[src/iba_pkg.sv]
// iba_pkg: constants of the internal bus arbiter and controller.
// assumes one system clock; peripheral timing derived by clock enables.
package iba_pkg;

  // register selects on the control port
  localparam logic SEL_ARB_CTL = 1'b0;
  localparam logic SEL_CLK_SEL = 1'b1;

  // bus_arbitration_control layout
  localparam int CTL_W = 8;
  localparam int BIT_PWBE = 0;
  localparam int BIT_RSV_ONE = 1;
  localparam int BIT_ACS = 4;
  localparam logic [7:0] ARB_CTL_RESET = 8'h02;
  localparam logic [7:0] ARB_CTL_WMASK = 8'h11;
  localparam logic [7:0] ARB_CTL_ONES = 8'h02;

  // clock_frequency_select layout: divide by 2**n
  localparam int CLK_SYS_POS = 0;
  localparam int CLK_PER_POS = 4;
  localparam int CLK_FLD_W = 3;
  localparam logic [7:0] CLK_SEL_RESET = 8'h00;
  localparam logic [7:0] CLK_SEL_WMASK = 8'h77;
  localparam int DIV_W = 7;

  // cycles a buffered peripheral write runs alone
  localparam logic [1:0] PW_SOLO_CYCLES = 2'h2;

  // address space codes of a bus cycle
  localparam logic [1:0] SP_NONE = 2'h0;
  localparam logic [1:0] SP_ROM = 2'h1;
  localparam logic [1:0] SP_RAM = 2'h2;
  localparam logic [1:0] SP_PERI = 2'h3;

  typedef enum logic [1:0] {
    OWN_NONE,
    OWN_CPU,
    OWN_DMA
  } iba_owner_t;

endpackage

[src/iba_ctrl.sv]
// iba_ctrl: internal bus arbiter, write buffer control, clock enables.
// assumes cpu and dma masters on ref_clk; control port driven by
// the peripheral bus logic on the same clock.
// Functional notes
// - arbitrate cpu and dma; dma wins a conflict unless alternate bit set
// - alternate bit clear: strict priority handover
// - alternate bit set: alternate on conflict
// - bit 0 enables peripheral write buffer
// - buffered peripheral write overlaps memory access
// - bits 7,6,3,2 read zero, ignore writes
// - bit 5 reads zero, write zero
// - bit 1 resets, reads one; write one
// - select and buffer bits reset cleared
// - system bus: masters, rom, ram, bridge
// - peripheral bus carries all register accesses
// - core on system clock, peripherals on peripheral
// - system and peripheral rates set independently
// - ack highest requester; holds to the end of the bus cycle, then re-arbitrated
// - cpu yields to dma at cycle end
// - buffered write alone two cycles, then parallel
// - reset aborts bus cycle immediately
`timescale 1ns/1ns

module iba_ctrl (
  input  wire logic       ref_clk,
  input  wire logic       reset,
  input  wire logic       clk_en,
  // control register port
  input  wire logic       reg_wr,
  input  wire logic       reg_sel,
  input  wire logic [7:0] reg_wdata,
  output logic      [7:0] reg_rdata,
  // cpu master
  input  wire logic       cpu_req,
  input  wire logic       cpu_cycle_end,
  input  wire logic       cpu_hold,
  input  wire logic [1:0] cpu_space,
  output logic            cpu_ack,
  // dma master
  input  wire logic       dma_req,
  input  wire logic       dma_cycle_end,
  input  wire logic       dma_hold,
  input  wire logic [1:0] dma_space,
  output logic            dma_ack,
  // address space selects
  output logic            rom_sel,
  output logic            ram_sel,
  output logic            peri_sel,
  // peripheral write and memory overlap
  input  wire logic       peri_wr_busy,
  input  wire logic       mem_req,
  output logic            mem_go,
  output logic            peri_wr_buffered,
  // clock enables
  output logic            sys_ce,
  output logic            per_ce
);

  logic [7:0]           arb_ctl_q;
  logic [7:0]           clk_sel_q;
  iba_pkg::iba_owner_t  own_q;
  iba_pkg::iba_owner_t  own_d;
  iba_pkg::iba_owner_t  last_q;
  logic                 acs_eff_q;
  logic                 pwbe_eff_q;
  logic [1:0]           pw_cnt_q;
  logic                 pw_buf_q;
  logic [iba_pkg::DIV_W-1:0] div_q;
  logic                 sys_ce_q;
  logic                 per_ce_q;
  logic                 boundary;
  logic                 acs_now;
  logic [1:0]           own_space;

  // low bits of the divider all zero marks a tick of 2**n
  function automatic logic div_tick(
    input logic [iba_pkg::DIV_W-1:0]     cnt,
    input logic [iba_pkg::CLK_FLD_W-1:0] n
  );
    logic [iba_pkg::DIV_W-1:0] mask;
    mask = ~({iba_pkg::DIV_W{1'b1}} << n);
    div_tick = ((cnt & mask) == '0);
  endfunction

  // control register writes
  always_ff @(posedge ref_clk) begin
    if (reset) begin
      arb_ctl_q <= iba_pkg::ARB_CTL_RESET;
    end else if (clk_en && reg_wr &&
                 reg_sel == iba_pkg::SEL_ARB_CTL) begin
      // only select and buffer bits store; others fixed
      arb_ctl_q <= (reg_wdata & iba_pkg::ARB_CTL_WMASK)
                   | iba_pkg::ARB_CTL_ONES;
    end
  end

  always_ff @(posedge ref_clk) begin
    if (reset) begin
      clk_sel_q <= iba_pkg::CLK_SEL_RESET;
    end else if (clk_en && reg_wr &&
                 reg_sel == iba_pkg::SEL_CLK_SEL) begin
      clk_sel_q <= reg_wdata & iba_pkg::CLK_SEL_WMASK;
    end
  end

  // read back; bit 1 forced one, reserved bits zero
  always_comb begin
    if (reg_sel == iba_pkg::SEL_ARB_CTL) begin
      reg_rdata = (arb_ctl_q & iba_pkg::ARB_CTL_WMASK)
                  | iba_pkg::ARB_CTL_ONES;
    end else begin
      reg_rdata = clk_sel_q;
    end
  end

  // a bus cycle boundary: idle bus, or owner ends a releasable cycle
  always_comb begin
    case (own_q)
      iba_pkg::OWN_CPU: boundary = cpu_cycle_end && !cpu_hold;
      iba_pkg::OWN_DMA: boundary = dma_cycle_end && !dma_hold;
      default:          boundary = 1'b1;
    endcase
  end

  assign acs_now = arb_ctl_q[iba_pkg::BIT_ACS];

  // owner decision, taken only at a boundary
  always_comb begin
    own_d = own_q;
    if (boundary) begin
      if (cpu_req && dma_req) begin
        if (acs_now) begin
          // conflict: hand the bus to whoever did not go last; the
          // owner ending its cycle is the one that went last
          if (own_q == iba_pkg::OWN_DMA ||
              (own_q == iba_pkg::OWN_NONE && last_q == iba_pkg::OWN_DMA)) begin
            own_d = iba_pkg::OWN_CPU;
          end else begin
            own_d = iba_pkg::OWN_DMA;
          end
        end else begin
          own_d = iba_pkg::OWN_DMA;
        end
      end else if (dma_req) begin
        own_d = iba_pkg::OWN_DMA;
      end else if (cpu_req) begin
        own_d = iba_pkg::OWN_CPU;
      end else begin
        own_d = iba_pkg::OWN_NONE;
      end
    end
  end

  always_ff @(posedge ref_clk) begin
    if (reset) begin
      own_q <= iba_pkg::OWN_NONE;
    end else if (clk_en) begin
      own_q <= own_d;
    end
  end

  // remembers the last master granted, for alternation
  always_ff @(posedge ref_clk) begin
    if (reset) begin
      last_q <= iba_pkg::OWN_CPU;
    end else if (clk_en && boundary &&
                 own_q != iba_pkg::OWN_NONE) begin
      last_q <= own_q;
    end
  end

  // settings sampled at boundaries so a cycle in flight is not
  // changed midway by a register write
  always_ff @(posedge ref_clk) begin
    if (reset) begin
      acs_eff_q  <= 1'b0;
      pwbe_eff_q <= 1'b0;
    end else if (clk_en && boundary) begin
      acs_eff_q  <= arb_ctl_q[iba_pkg::BIT_ACS];
      pwbe_eff_q <= arb_ctl_q[iba_pkg::BIT_PWBE];
    end
  end

  // ack withdrawn in the reset cycle itself
  assign cpu_ack = !reset && own_q == iba_pkg::OWN_CPU;
  assign dma_ack = !reset && own_q == iba_pkg::OWN_DMA;

  // space selects follow the current owner
  always_comb begin
    case (own_q)
      iba_pkg::OWN_CPU: own_space = cpu_space;
      iba_pkg::OWN_DMA: own_space = dma_space;
      default:          own_space = iba_pkg::SP_NONE;
    endcase
  end

  assign rom_sel  = !reset && own_space == iba_pkg::SP_ROM;
  assign ram_sel  = !reset && own_space == iba_pkg::SP_RAM;
  assign peri_sel = !reset && own_space == iba_pkg::SP_PERI;

  // counts cycles of the peripheral write in progress, saturating
  always_ff @(posedge ref_clk) begin
    if (reset) begin
      pw_cnt_q <= 2'h0;
    end else if (clk_en) begin
      if (!peri_wr_busy) begin
        pw_cnt_q <= 2'h0;
      end else if (pw_cnt_q != iba_pkg::PW_SOLO_CYCLES) begin
        pw_cnt_q <= pw_cnt_q + 2'h1;
      end
    end
  end

  // memory access waits for an unbuffered write; a buffered one
  // blocks only its first two cycles
  always_comb begin
    if (reset) begin
      mem_go = 1'b0;
    end else if (!peri_wr_busy) begin
      mem_go = mem_req;
    end else if (pwbe_eff_q &&
                 pw_cnt_q == iba_pkg::PW_SOLO_CYCLES) begin
      mem_go = mem_req;
    end else begin
      mem_go = 1'b0;
    end
  end

  always_ff @(posedge ref_clk) begin
    if (reset) begin
      pw_buf_q <= 1'b0;
    end else if (clk_en) begin
      pw_buf_q <= peri_wr_busy && pwbe_eff_q;
    end
  end

  assign peri_wr_buffered = pw_buf_q;

  // clock dividers: core and peripheral rates chosen apart
  always_ff @(posedge ref_clk) begin
    if (reset) begin
      div_q <= '0;
    end else if (clk_en) begin
      div_q <= div_q + 1'b1;
    end
  end

  always_ff @(posedge ref_clk) begin
    if (reset) begin
      sys_ce_q <= 1'b0;
      per_ce_q <= 1'b0;
    end else if (clk_en) begin
      sys_ce_q <= div_tick(div_q,
        clk_sel_q[iba_pkg::CLK_SYS_POS +: iba_pkg::CLK_FLD_W]);
      per_ce_q <= div_tick(div_q,
        clk_sel_q[iba_pkg::CLK_PER_POS +: iba_pkg::CLK_FLD_W]);
    end
  end

  assign sys_ce = sys_ce_q;
  assign per_ce = per_ce_q;

endmodule // iba_ctrl

[config.mk]
export PLATFORM = sky130hd
export DESIGN_NAME = iba_ctrl
export DESIGN_NICKNAME = d
export VERILOG_FILES = /design/src/iba_pkg.sv /design/src/iba_ctrl.sv
export SDC_FILE = /design/constraint.sdc
export NUM_CORES = 1
export LEC_CHECK = 0
export CAP_MARGIN = 10
export CORE_AREA = 2 2 53 55
export CTS_CLUSTER_DIAMETER = 50
export DETAILED_ROUTE_END_ITERATION = 10
export DIE_AREA = 0 0 55 57
export DONT_BUFFER_PORTS = 1
export PLACE_DENSITY = 0.7
export SLEW_MARGIN = 10
export SYNTH_ARGS = -nofsm -noshare
export SYNTH_HDL_FRONTEND = slang
export SYNTH_SLANG_ARGS = --single-unit
[constraint.sdc]
create_clock -name ref_clk -period 2 [get_ports ref_clk]
set_input_delay 0.5 -clock ref_clk [delete_from_list [all_inputs] [get_ports ref_clk]]
set_output_delay 0.5 -clock ref_clk [all_outputs]
set_load 0.02 [all_outputs]
==> metrics.cfg, run 1 <==
[global_routing]
grt_max_degree=33
antenna_found_initial=0
grt_pass1_wl_um=4890
grt.total_usage_pct=21.2
gr-total-overflow=0
grt_pass1_vias=1102

[setup_path]
max_stage_delay_ns=0.39
reg2reg_slack_ns=0.42
cp_cell_sequence=buf_6 > ha_4 > a22o_1 > nor4b_2 > buf_4
cp-start-kind=register
cp-end-kind=output port
worst_ep_arrival_time_ns=1.66
crit_path_max_fanout=4
required_ns=1.50
cp_slowest_cell=dfxtp_4
crit_type=register to output port

[sta]
fin_hold_ws_ns=0.216
worst_slack_ns=-0.161
fmax_mhz=463
finalCriticalPeriod_ns=2.16
setup_violations=3
final-hold-violation-count=0
post-route-period-util_pct=108
rsz0062_at_grt=true
skew_ns=0.00299
slew_violations=0

[detailed_routing]
initialDrtViolationCount=17
dr.pass1.iters=4
vias=1123
drc_errors=0
detail-route-antenna-nets=0
routed_via_density=5.94
wl_um=2910
wl_per_cell_um=15.4

[clock_tree]
cts-root-buf=clkbuf_4
clock_latency_ns=0.32
htreeDepth=1
clock_path_buffers=2
clkTransAtPathRegs_ns=0.15
cts_tree=done
numCtsBuffers=3
cts.sinks=25

[logic_synthesis]
synth_top_area_share_pct=37.3
synthFlopType=dfxtp_1
netlist_area_um2=1340
synth_cells=150
ys.warnings.count=0
async_reset_ff_share_pct=0
postSynthRegisterBits=25
avgSynthCellArea_um2=8.95
synth_area_leaders=dfxtp_1 (37%), mux2i_1 (8.9%), nor2_1 (5.9%)
synth_area_leader_cell=dfxtp_1
synth-edff-count=0
synth_cell_types=39
yosysSeqAreaShare_pct=37.3

[cells_and_area]
nets=190
utilization_pct=58.4
flow.area_growth_from_synthesis_pct=13.8
instances_no_fill=189
fillCellCount=248
final_layout_size_suffix_gt1_share_pct=18.4
num_antenna_cells=0

[floorplanning]
core_um2=2620
ios=42
dieWidth_um=55
die_h_um=57
rows=19
fp.dieArea_um2=3140
initial_utilization_pct=51.3

[power]
vdd_drop_max_v=0.000406
p_leak_uw=0.000658
pwr-share-seq_pct=58.6
internal_power_uw=667
switchingPower_uw=267
p_comb_share_pct=15.8
power.density_nw_per_um2=611
clockPowerShare_pct=25.6
swShare_pct=28.6

[flow_run]
maxCapViolations=0

[run_status]
violations=negative setup slack
status=finished, violations left

[placement]
place.port_buffers=0
post-place-cells=180
gp_congestion=0.694
dp_hpwl_um=1980

[min_path]
hold_path.class=primary input to register

## final cells by class
class	instances	area, µm²	area share (%)
Timing Repair Buffer	10	78.8	5.16
Inverter	5	26.3	1.72
Clock buffer	3	22.5	1.47
Clock inverter	1	5.00	0.328
Sequential cell	25	508	33.3
Multi-Input combinational cell	114	848	55.5
Tap cell	31	38.8	2.54
## power groups by stage
stage	Sequential [µW]	Combinational, µW	Clock [µW]
after floorplan	548	121	0
after CTS	544	138	240
after global routing	550	165	258
after global placement	553	121	0
final	547	148	239
after detailed placement	555	126	0
## per-layer routing
metal	global-route usage, %	vias to the layer above	part of all wire (%)
met5	0	-	0
met4	6.97	0	2.0
met3	3.14	6	4.1
met2	37.1	30	51
met1	25.7	544	43
li1	-	543	-
## what timing repair did
item / 4_1_cts / 5_1_grt
pin swaps: 2 / 4
buffers inserted: 4 / 1
endpoints found under the setup margin: 3 / 4
resized for setup: 12 / 5
hold buffers: 0 / 0
## metrics by stage
| stage | power (µW) | setup TNS (ns) | worst slack [ns] | instance area, µm² |
|---|---|---|---|---|
| 2_1_floorplan | 669 | 0 | 0.0779 | 1360 |
| 3_3_place_gp | 674 | 0 | 0.173 | 1400 |
| 3_5_place_dp | 681 | 0 | 0.113 | 1400 |
| 4_1_cts | 923 | -0.285 | -0.115 | 1500 |
| 5_1_grt | 974 | -0.597 | -0.231 | 1530 |
| 6_report | 934 | -0.372 | -0.161 | 1530 |
## placed cells by master, fill, tap and decap left out, types with 3 or more instances in the layout
master	count
ha_4	3
a21o_1	5
nand2_1	13
ha_1	3
nor3_1	3
a21oi_1	6
clkbuf_4	3
o21ai_0	6
xor2_1	3
nand3b_1	3
mux2i_1	12
and2_1	3
dfxtp_1	23
nor2_1	21
buf_4	9
## synth_stat cells, drive strengths merged, types with 4 or more instances
cell	count
a21o	5
a21oi	7
buf	4
dfxtp	25
ha	6
inv	4
mux2i	12
nand2	13
nand3b	4
nor2	21
o21ai	6
## sequential cells by signal, indices dropped and copies added (netlist names)
signal,flops
own_q,2
pw_cnt_q,2
pwbe_eff_q,1
per_ce,1
last_q,2
div_q,7
clk_sel_q,6
sys_ce,1
peri_wr_buffered,1
arb_ctl_q,2
## final timing paths
kind                   start  depth (start not counted)                to
setup reg to reg    own_q[0]                          7         last_q[1]
hold / removal         reset                          1          own_q[0]
hold reg to reg   pwbe_eff_q                          2  peri_wr_buffered
setup / recovery    own_q[0]                          5           ram_sel
## logic make-up (layout without fill, tap and decap cells)
logic type	count (synthesis)	count (layout)	synth area share [%]
flip-flops	25	25	37.3
multiplexers	14	14	10.6
XOR/XNOR	4	4	2.61
other	1	2	0.279
AND/OR/NAND/NOR	59	59	22.7
adder cells (fa/ha/maj)	6	6	5.59
AO/OA/AOI/OAI	29	29	16.9
buffers and inverters	12	19	4.01
## worst max-delay path: cells and delay by family (launching register included)
| family | cells | cell delay (ns) |
|---|---|---|
| fa+ha+maj | 1 | 0.15 |
| buf+inv | 2 | 0.32 |
| compound gates | 1 | 0.23 |
| flops | 1 | 0.39 |
| simple gates | 1 | 0.25 |
No activity file was read; power rests on OpenSTA's default activity.
==> inputs of run 2 (changes only) <==
--- a/config.mk
+++ b/config.mk
@@ -6,12 +6,12 @@
 export NUM_CORES = 1
 export LEC_CHECK = 0
 export CAP_MARGIN = 10
-export CORE_AREA = 2 2 53 55
+export CORE_AREA = 2 2 51 53
 export CTS_CLUSTER_DIAMETER = 50
 export DETAILED_ROUTE_END_ITERATION = 10
-export DIE_AREA = 0 0 55 57
+export DIE_AREA = 0 0 53 55
 export DONT_BUFFER_PORTS = 1
-export PLACE_DENSITY = 0.7
+export PLACE_DENSITY = 0.75
 export SLEW_MARGIN = 10
 export SYNTH_ARGS = -nofsm -noshare
 export SYNTH_HDL_FRONTEND = slang
==> constraint.sdc (replaced) <==
create_clock -name ref_clk -period 2 [get_ports ref_clk]
set_input_delay 0.3 -clock ref_clk [delete_from_list [all_inputs] [get_ports ref_clk]]
set_output_delay 0.3 -clock ref_clk [all_outputs]
set_load 0.02 [all_outputs]
==> run 2 against run 1 <==
Worst setup slack improved by 0.25 ns. The run now ends clean. Largest cell class unchanged. Global-route usage fell by 0.98 points. Flip-flop and latch count did not move. Core utilization rose by 4.0 points. Sequential power barely moved. First-iteration DRC count rose by 41%. Clock-buffer cell count rose by 1. Non-clock buffer count fell by 5. Clock power fell by 5%.
==> metrics.cfg, run 2 (synthesis results as in run 1) <==
[run_status]
status=finished clean

[detailed_routing]
wl_per_cell_um=14.8  ; -3.6%
routed_via_density=5.80  ; -2.3%
vias=1062  ; -5.4%
dr.pass1.iters=4  ; unchanged
detail-route-antenna-nets=0  ; unchanged
drc_errors=0  ; unchanged
initialDrtViolationCount=24  ; +7
wl_um=2710  ; -6.7%

[setup_path]
cp-start-kind=register
cp_slowest_cell=dfxtp_4
max_stage_delay_ns=0.41  ; +0.02 ns
r2r_cells=7  ; unchanged
crit_type=register to output port
r2r-start=own_q[0]
reg2reg_slack_ns=0.38  ; -0.04 ns
cp_cell_sequence=inv_2 > ha_4 > a22o_4 > nor4b_2 > buf_4
r2r_end=last_q[1]
worst_ep_arrival_time_ns=1.61  ; -0.05 ns
cp-end-kind=output port
crit_path_max_fanout=6  ; +2
required_ns=1.70  ; +0.20 ns

[floorplanning]
dieWidth_um=53  ; -3.6%
rows=18  ; -1
ios=42  ; unchanged
die_h_um=55  ; -3.5%
core_um2=2360  ; -9.6%
initial_utilization_pct=56.8  ; +5.4 points
fp.dieArea_um2=2920  ; -7.0%

[power]
vdd_drop_max_v=0.000530  ; +30%
power.density_nw_per_um2=618  ; +1.2%
p_leak_uw=0.000631  ; -4.1%

[sta]
skew_ns=0.00708  ; +0.00409 ns
fmax_mhz=524  ; +13%
rsz0062_at_grt=false
finalCriticalPeriod_ns=1.91  ; -0.252 ns
setup_violations=0  ; -3
finalSetupTns_ns=0  ; +0.372 ns
slew_violations=0  ; unchanged
final-hold-violation-count=0  ; unchanged
post-route-period-util_pct=95.4  ; -13 points

[flow_run]
maxCapViolations=0  ; unchanged

[cells_and_area]
ff_latch_area_um2=505  ; -0.49%
final_common_cell=dfxtp_1
nets=185  ; -2.6%
multi_input_area_um2=851  ; +0.29%
largest_reg_flops=7  ; unchanged
fillCellCount=211  ; -15%
num_antenna_cells=0  ; unchanged
top_regs=div_q: 7 flops, clk_sel_q: 6 flops
most-common-layout-cells=dfxtp_1 (23), nor2_1 (21), nand2_1 (13)
regMostFlops=div_q
flow.area_growth_from_synthesis_pct=9.97
final_layout_size_suffix_gt1_share_pct=14.4  ; -4.0 points
utilization_pct=62.4  ; +4.0 points

[global_routing]
grt_max_degree=33  ; unchanged
grt_pass1_wl_um=4260  ; -13%
grt_pass1_vias=960  ; -13%
grt.total_usage_pct=20.2  ; -0.98 points
gr-total-overflow=0  ; unchanged
antenna_found_initial=0  ; unchanged

[min_path]
min_from=reset
holdPathEnd=div_q[5]
hold_path_depth=1  ; unchanged
hold_path.class=primary input to register

[clock_tree]
hold_buffers=0  ; unchanged
cts_tree=done
cts-root-buf=clkbuf_4
htreeDepth=1  ; unchanged
clock_latency_ns=0.31  ; about the same
numCtsBuffers=3  ; unchanged
clock_path_buffers=2  ; unchanged
cts.sinks=25  ; unchanged
clkTransAtPathRegs_ns=0.13  ; -0.02 ns

[placement]
place.port_buffers=0  ; unchanged
gp_congestion=0.746  ; +7.6%
dp_hpwl_um=1970  ; -0.27%

## run 2: per-stage QoR
step / std cells / hold WS, ns / cell area (µm²) / setup slack (ns) / total power [µW]
after floorplan: 151 / 0.444 / 1350 / 0.0262 / 667
after global placement: 176 / 0.371 / 1360 / 0.291 / 667
after detailed placement: 176 / 0.376 / 1360 / 0.210 / 673
after CTS: 180 / 0.0304 / 1420 / 0.0255 / 901
after global routing: 183 / 0.00982 / 1480 / 0.00523 / 953
final: 183 / 0.0393 / 1480 / 0.0911 / 913
## run 2: routing by layer
| metal | wire, µm | global-route usage, % | up-vias |
|---|---|---|---|
| li1 | - | - | 531 |
| met4 | 66 | 9.83 | 0 |
| met2 | 1400 | 35.6 | 25 |
| met3 | 115 | 4.57 | 6 |
| met5 | 0 | 0 | - |
| met1 | 1130 | 23.2 | 500 |
## run 2: final cells by class
class                      count  share of cell area (%)
multi-input combinational    114                    57.6
sequential                    25                    34.2
timing repair buffer           5                    2.54
tap                           30                    2.54
clock buffer                   4                    1.78
inverter                       5                    1.27
## run 2: worst max-delay path by stage
stage	start	to	cells after the start
global placement	own_q[0]	ram_sel	5
finish	own_q[0]	ram_sel	5
CTS	own_q[0]	rom_sel	6
floorplan	own_q[0]	ram_sel	4
detailed placement	own_q[0]	rom_sel	6
global route	own_q[0]	ram_sel	5
## run 2: timing repair
action	4_1_cts	5_1_grt
endpoints found under the setup margin	3	3
pin swaps	0	2
gates resized for setup	9	5
setup buffers	0	3
endpoints found under the hold margin	0	0
## run 2: power by group
group	leakage (µW)	internal [µW]	total, µW	switching [µW]
clock	0.0000150	77.9	228	150
combinational	0.000411	69.5	140	70.6
sequential	0.000205	518	545	26.9
## run 2: critical path: cells and delay by family (launching register included)
family                     cells  cell delay, ns
and+or+nand+nor                1            0.21
DFF                            1            0.41
adders and majority gates      1            0.18
buffers and inverters          2            0.25
AOI/OAI and AO/OA              1            0.25
==> inputs of run 3 (changes only) <==
--- a/config.mk
+++ b/config.mk
@@ -11,7 +11,7 @@
 export DETAILED_ROUTE_END_ITERATION = 10
 export DIE_AREA = 0 0 53 55
 export DONT_BUFFER_PORTS = 1
-export PLACE_DENSITY = 0.75
+export PLACE_DENSITY = 0.73
 export SLEW_MARGIN = 10
 export SYNTH_ARGS = -nofsm -noshare
 export SYNTH_HDL_FRONTEND = slang
==> run 3 against run 2 <==
Combinational power barely moved. Die area is the same. Clock skew fell by 0.0051 ns. Total power shrank 0.67%.
==> metrics.cfg, run 3 (synthesis results as in run 1) <==
[floorplanning]
initial_utilization_pct=56.8  ; unchanged
core_um2=2360  ; unchanged
fp.dieArea_um2=2920  ; unchanged
die_h_um=55  ; unchanged
ios=42  ; unchanged
rows=18  ; unchanged
dieWidth_um=53  ; unchanged

[detailed_routing]
wl_per_cell_um=14.5  ; -2.3%
dr.pass1.iters=4  ; unchanged
detail-route-antenna-nets=0  ; unchanged
initialDrtViolationCount=14  ; -42%
wl_um=2650  ; -2.3%
drc_errors=0  ; unchanged
routed_via_density=5.83  ; +0.38%
vias=1066  ; +0.38%

[cells_and_area]
final_layout_size_suffix_gt1_share_pct=13.7  ; -0.65 points
fillCellCount=206  ; -2.4%
regMostFlops=div_q
flow.area_growth_from_synthesis_pct=9.97  ; unchanged
most-common-layout-cells=dfxtp_1 (23), nor2_1 (21), nand2_1 (13)
largest_reg_flops=7  ; unchanged
final_cell_area_um2=1480  ; unchanged
nets=185  ; unchanged
top_regs=div_q: 7 flops, clk_sel_q: 6 flops
num_antenna_cells=0  ; unchanged
final_common_cell=dfxtp_1

[placement]
place.port_buffers=0  ; unchanged
postPlaceCellArea_um2=1360  ; unchanged
dp_hpwl_um=1890  ; -4.1%
gp_congestion=0.803  ; +7.6%

[global_routing]
antenna_found_initial=0  ; unchanged
grt_pass1_wl_um=4020  ; -5.7%
grt_pass1_vias=962  ; +0.21%
gr-total-overflow=0  ; unchanged
grt_max_degree=33  ; unchanged
grt.total_usage_pct=18.8  ; -1.3 points

[setup_path]
r2r-start=own_q[0]
cp-end-kind=output port
required_ns=1.70  ; about the same
crit_type=register to output port
critPathLaunch=own_q[0]
worst_ep_arrival_time_ns=1.62  ; about the same
crit_path_max_fanout=6  ; unchanged
cp-start-kind=register

[power]
total_power_uw=906  ; -0.67%
power.density_nw_per_um2=614  ; -0.67%
vdd_drop_max_v=0.000622  ; +18%
p_leak_uw=0.000628  ; -0.42%

[sta]
final-hold-violation-count=0  ; unchanged
rsz0062_at_grt=true
setup_violations=0  ; unchanged
post-route-period-util_pct=95.9  ; +0.50 points
fmax_mhz=521  ; -0.52%
finalSetupTns_ns=0  ; unchanged
finalCriticalPeriod_ns=1.92  ; +0.00993 ns
skew_ns=0.00197  ; -0.00510 ns
slew_violations=0  ; unchanged

[min_path]
min_from=reset
hold_path.class=primary input to register

[clock_tree]
cts.sinks=25  ; unchanged
clock_latency_ns=0.32  ; about the same
numCtsBuffers=3  ; unchanged
htreeDepth=1  ; unchanged
cts-root-buf=clkbuf_4
cts_tree=done
clkTransAtPathRegs_ns=0.13  ; about the same
clock_path_buffers=2  ; unchanged

[flow_run]
maxCapViolations=0  ; unchanged

[run_status]
status=finished clean

==> run 3: through the flow <==
stage	setup slack, ns	utilization, %	instances	hold WS (ns)
detailed placement	0.210	57.7	176	0.376
CTS	0.00347	60.1	180	0.0129
global route	-0.00776	62.4	183	0.00377
global placement	0.278	57.7	176	0.373
finish	0.0812	62.4	183	0.0339
floorplan	0.0262	-	151	0.444
==> run 3: timing repair <==
action                     4_1_cts  5_1_grt
pin swaps                        0        3
cloned                           0        0
setup endpoints to repair        3        2
hold buffers                     0        1
hold endpoints to repair         0        1
gates resized for setup          9        6
setup buffers                    0        2
==> run 3: worst max-delay path, cell delays in order, from the launching register on <==
cell,delay (ns)
dfxtp_4,0.42
inv_4,0.05
ha_4,0.17
a22o_1,0.25
nor4b_2,0.22
buf_4,0.18
==> run 3: layout make-up <==
type / instances / area, µm² / share of cell area, %
timing repair buffer: 5 / 40.0 / 2.71
tap: 30 / 37.5 / 2.54
clock buffer: 3 / 22.5 / 1.53
multi-input combinational: 114 / 842 / 57.0
sequential: 25 / 505 / 34.2
clock inverter: 1 / 5.00 / 0.339
inverter: 5 / 23.8 / 1.61
==> run 3: worst paths after layout <==
path / end / slack, ns / cells after the start
max: ram_sel / 0.08 / 5
max reg2reg: last_q[1] / 0.36 / 7
min: div_q[3] / 0.03 / 1
min reg2reg: peri_wr_buffered / 0.52 / 2
==> run 3: metal layers <==
metal | GRT usage [%] | up-vias | part of all wire (%)
met4 | 7.26 | 0 | 1.4
met3 | 4.84 | 6 | 5.2
met2 | 34.2 | 30 | 51
met1 | 21.3 | 498 | 42
met5 | 0 | - | 0
li1 | - | 532 | -
==> run 3: where the power goes <==
part / leakage, µW / total, µW / internal (µW) / switching [µW]
sequential: 0.000205 / 546 / 518 / 27.7
clock: 0.0000177 / 223 / 75.0 / 148
combinational: 0.000406 / 138 / 67.7 / 70.4
total: 0.000628 / 906 / 661 / 246
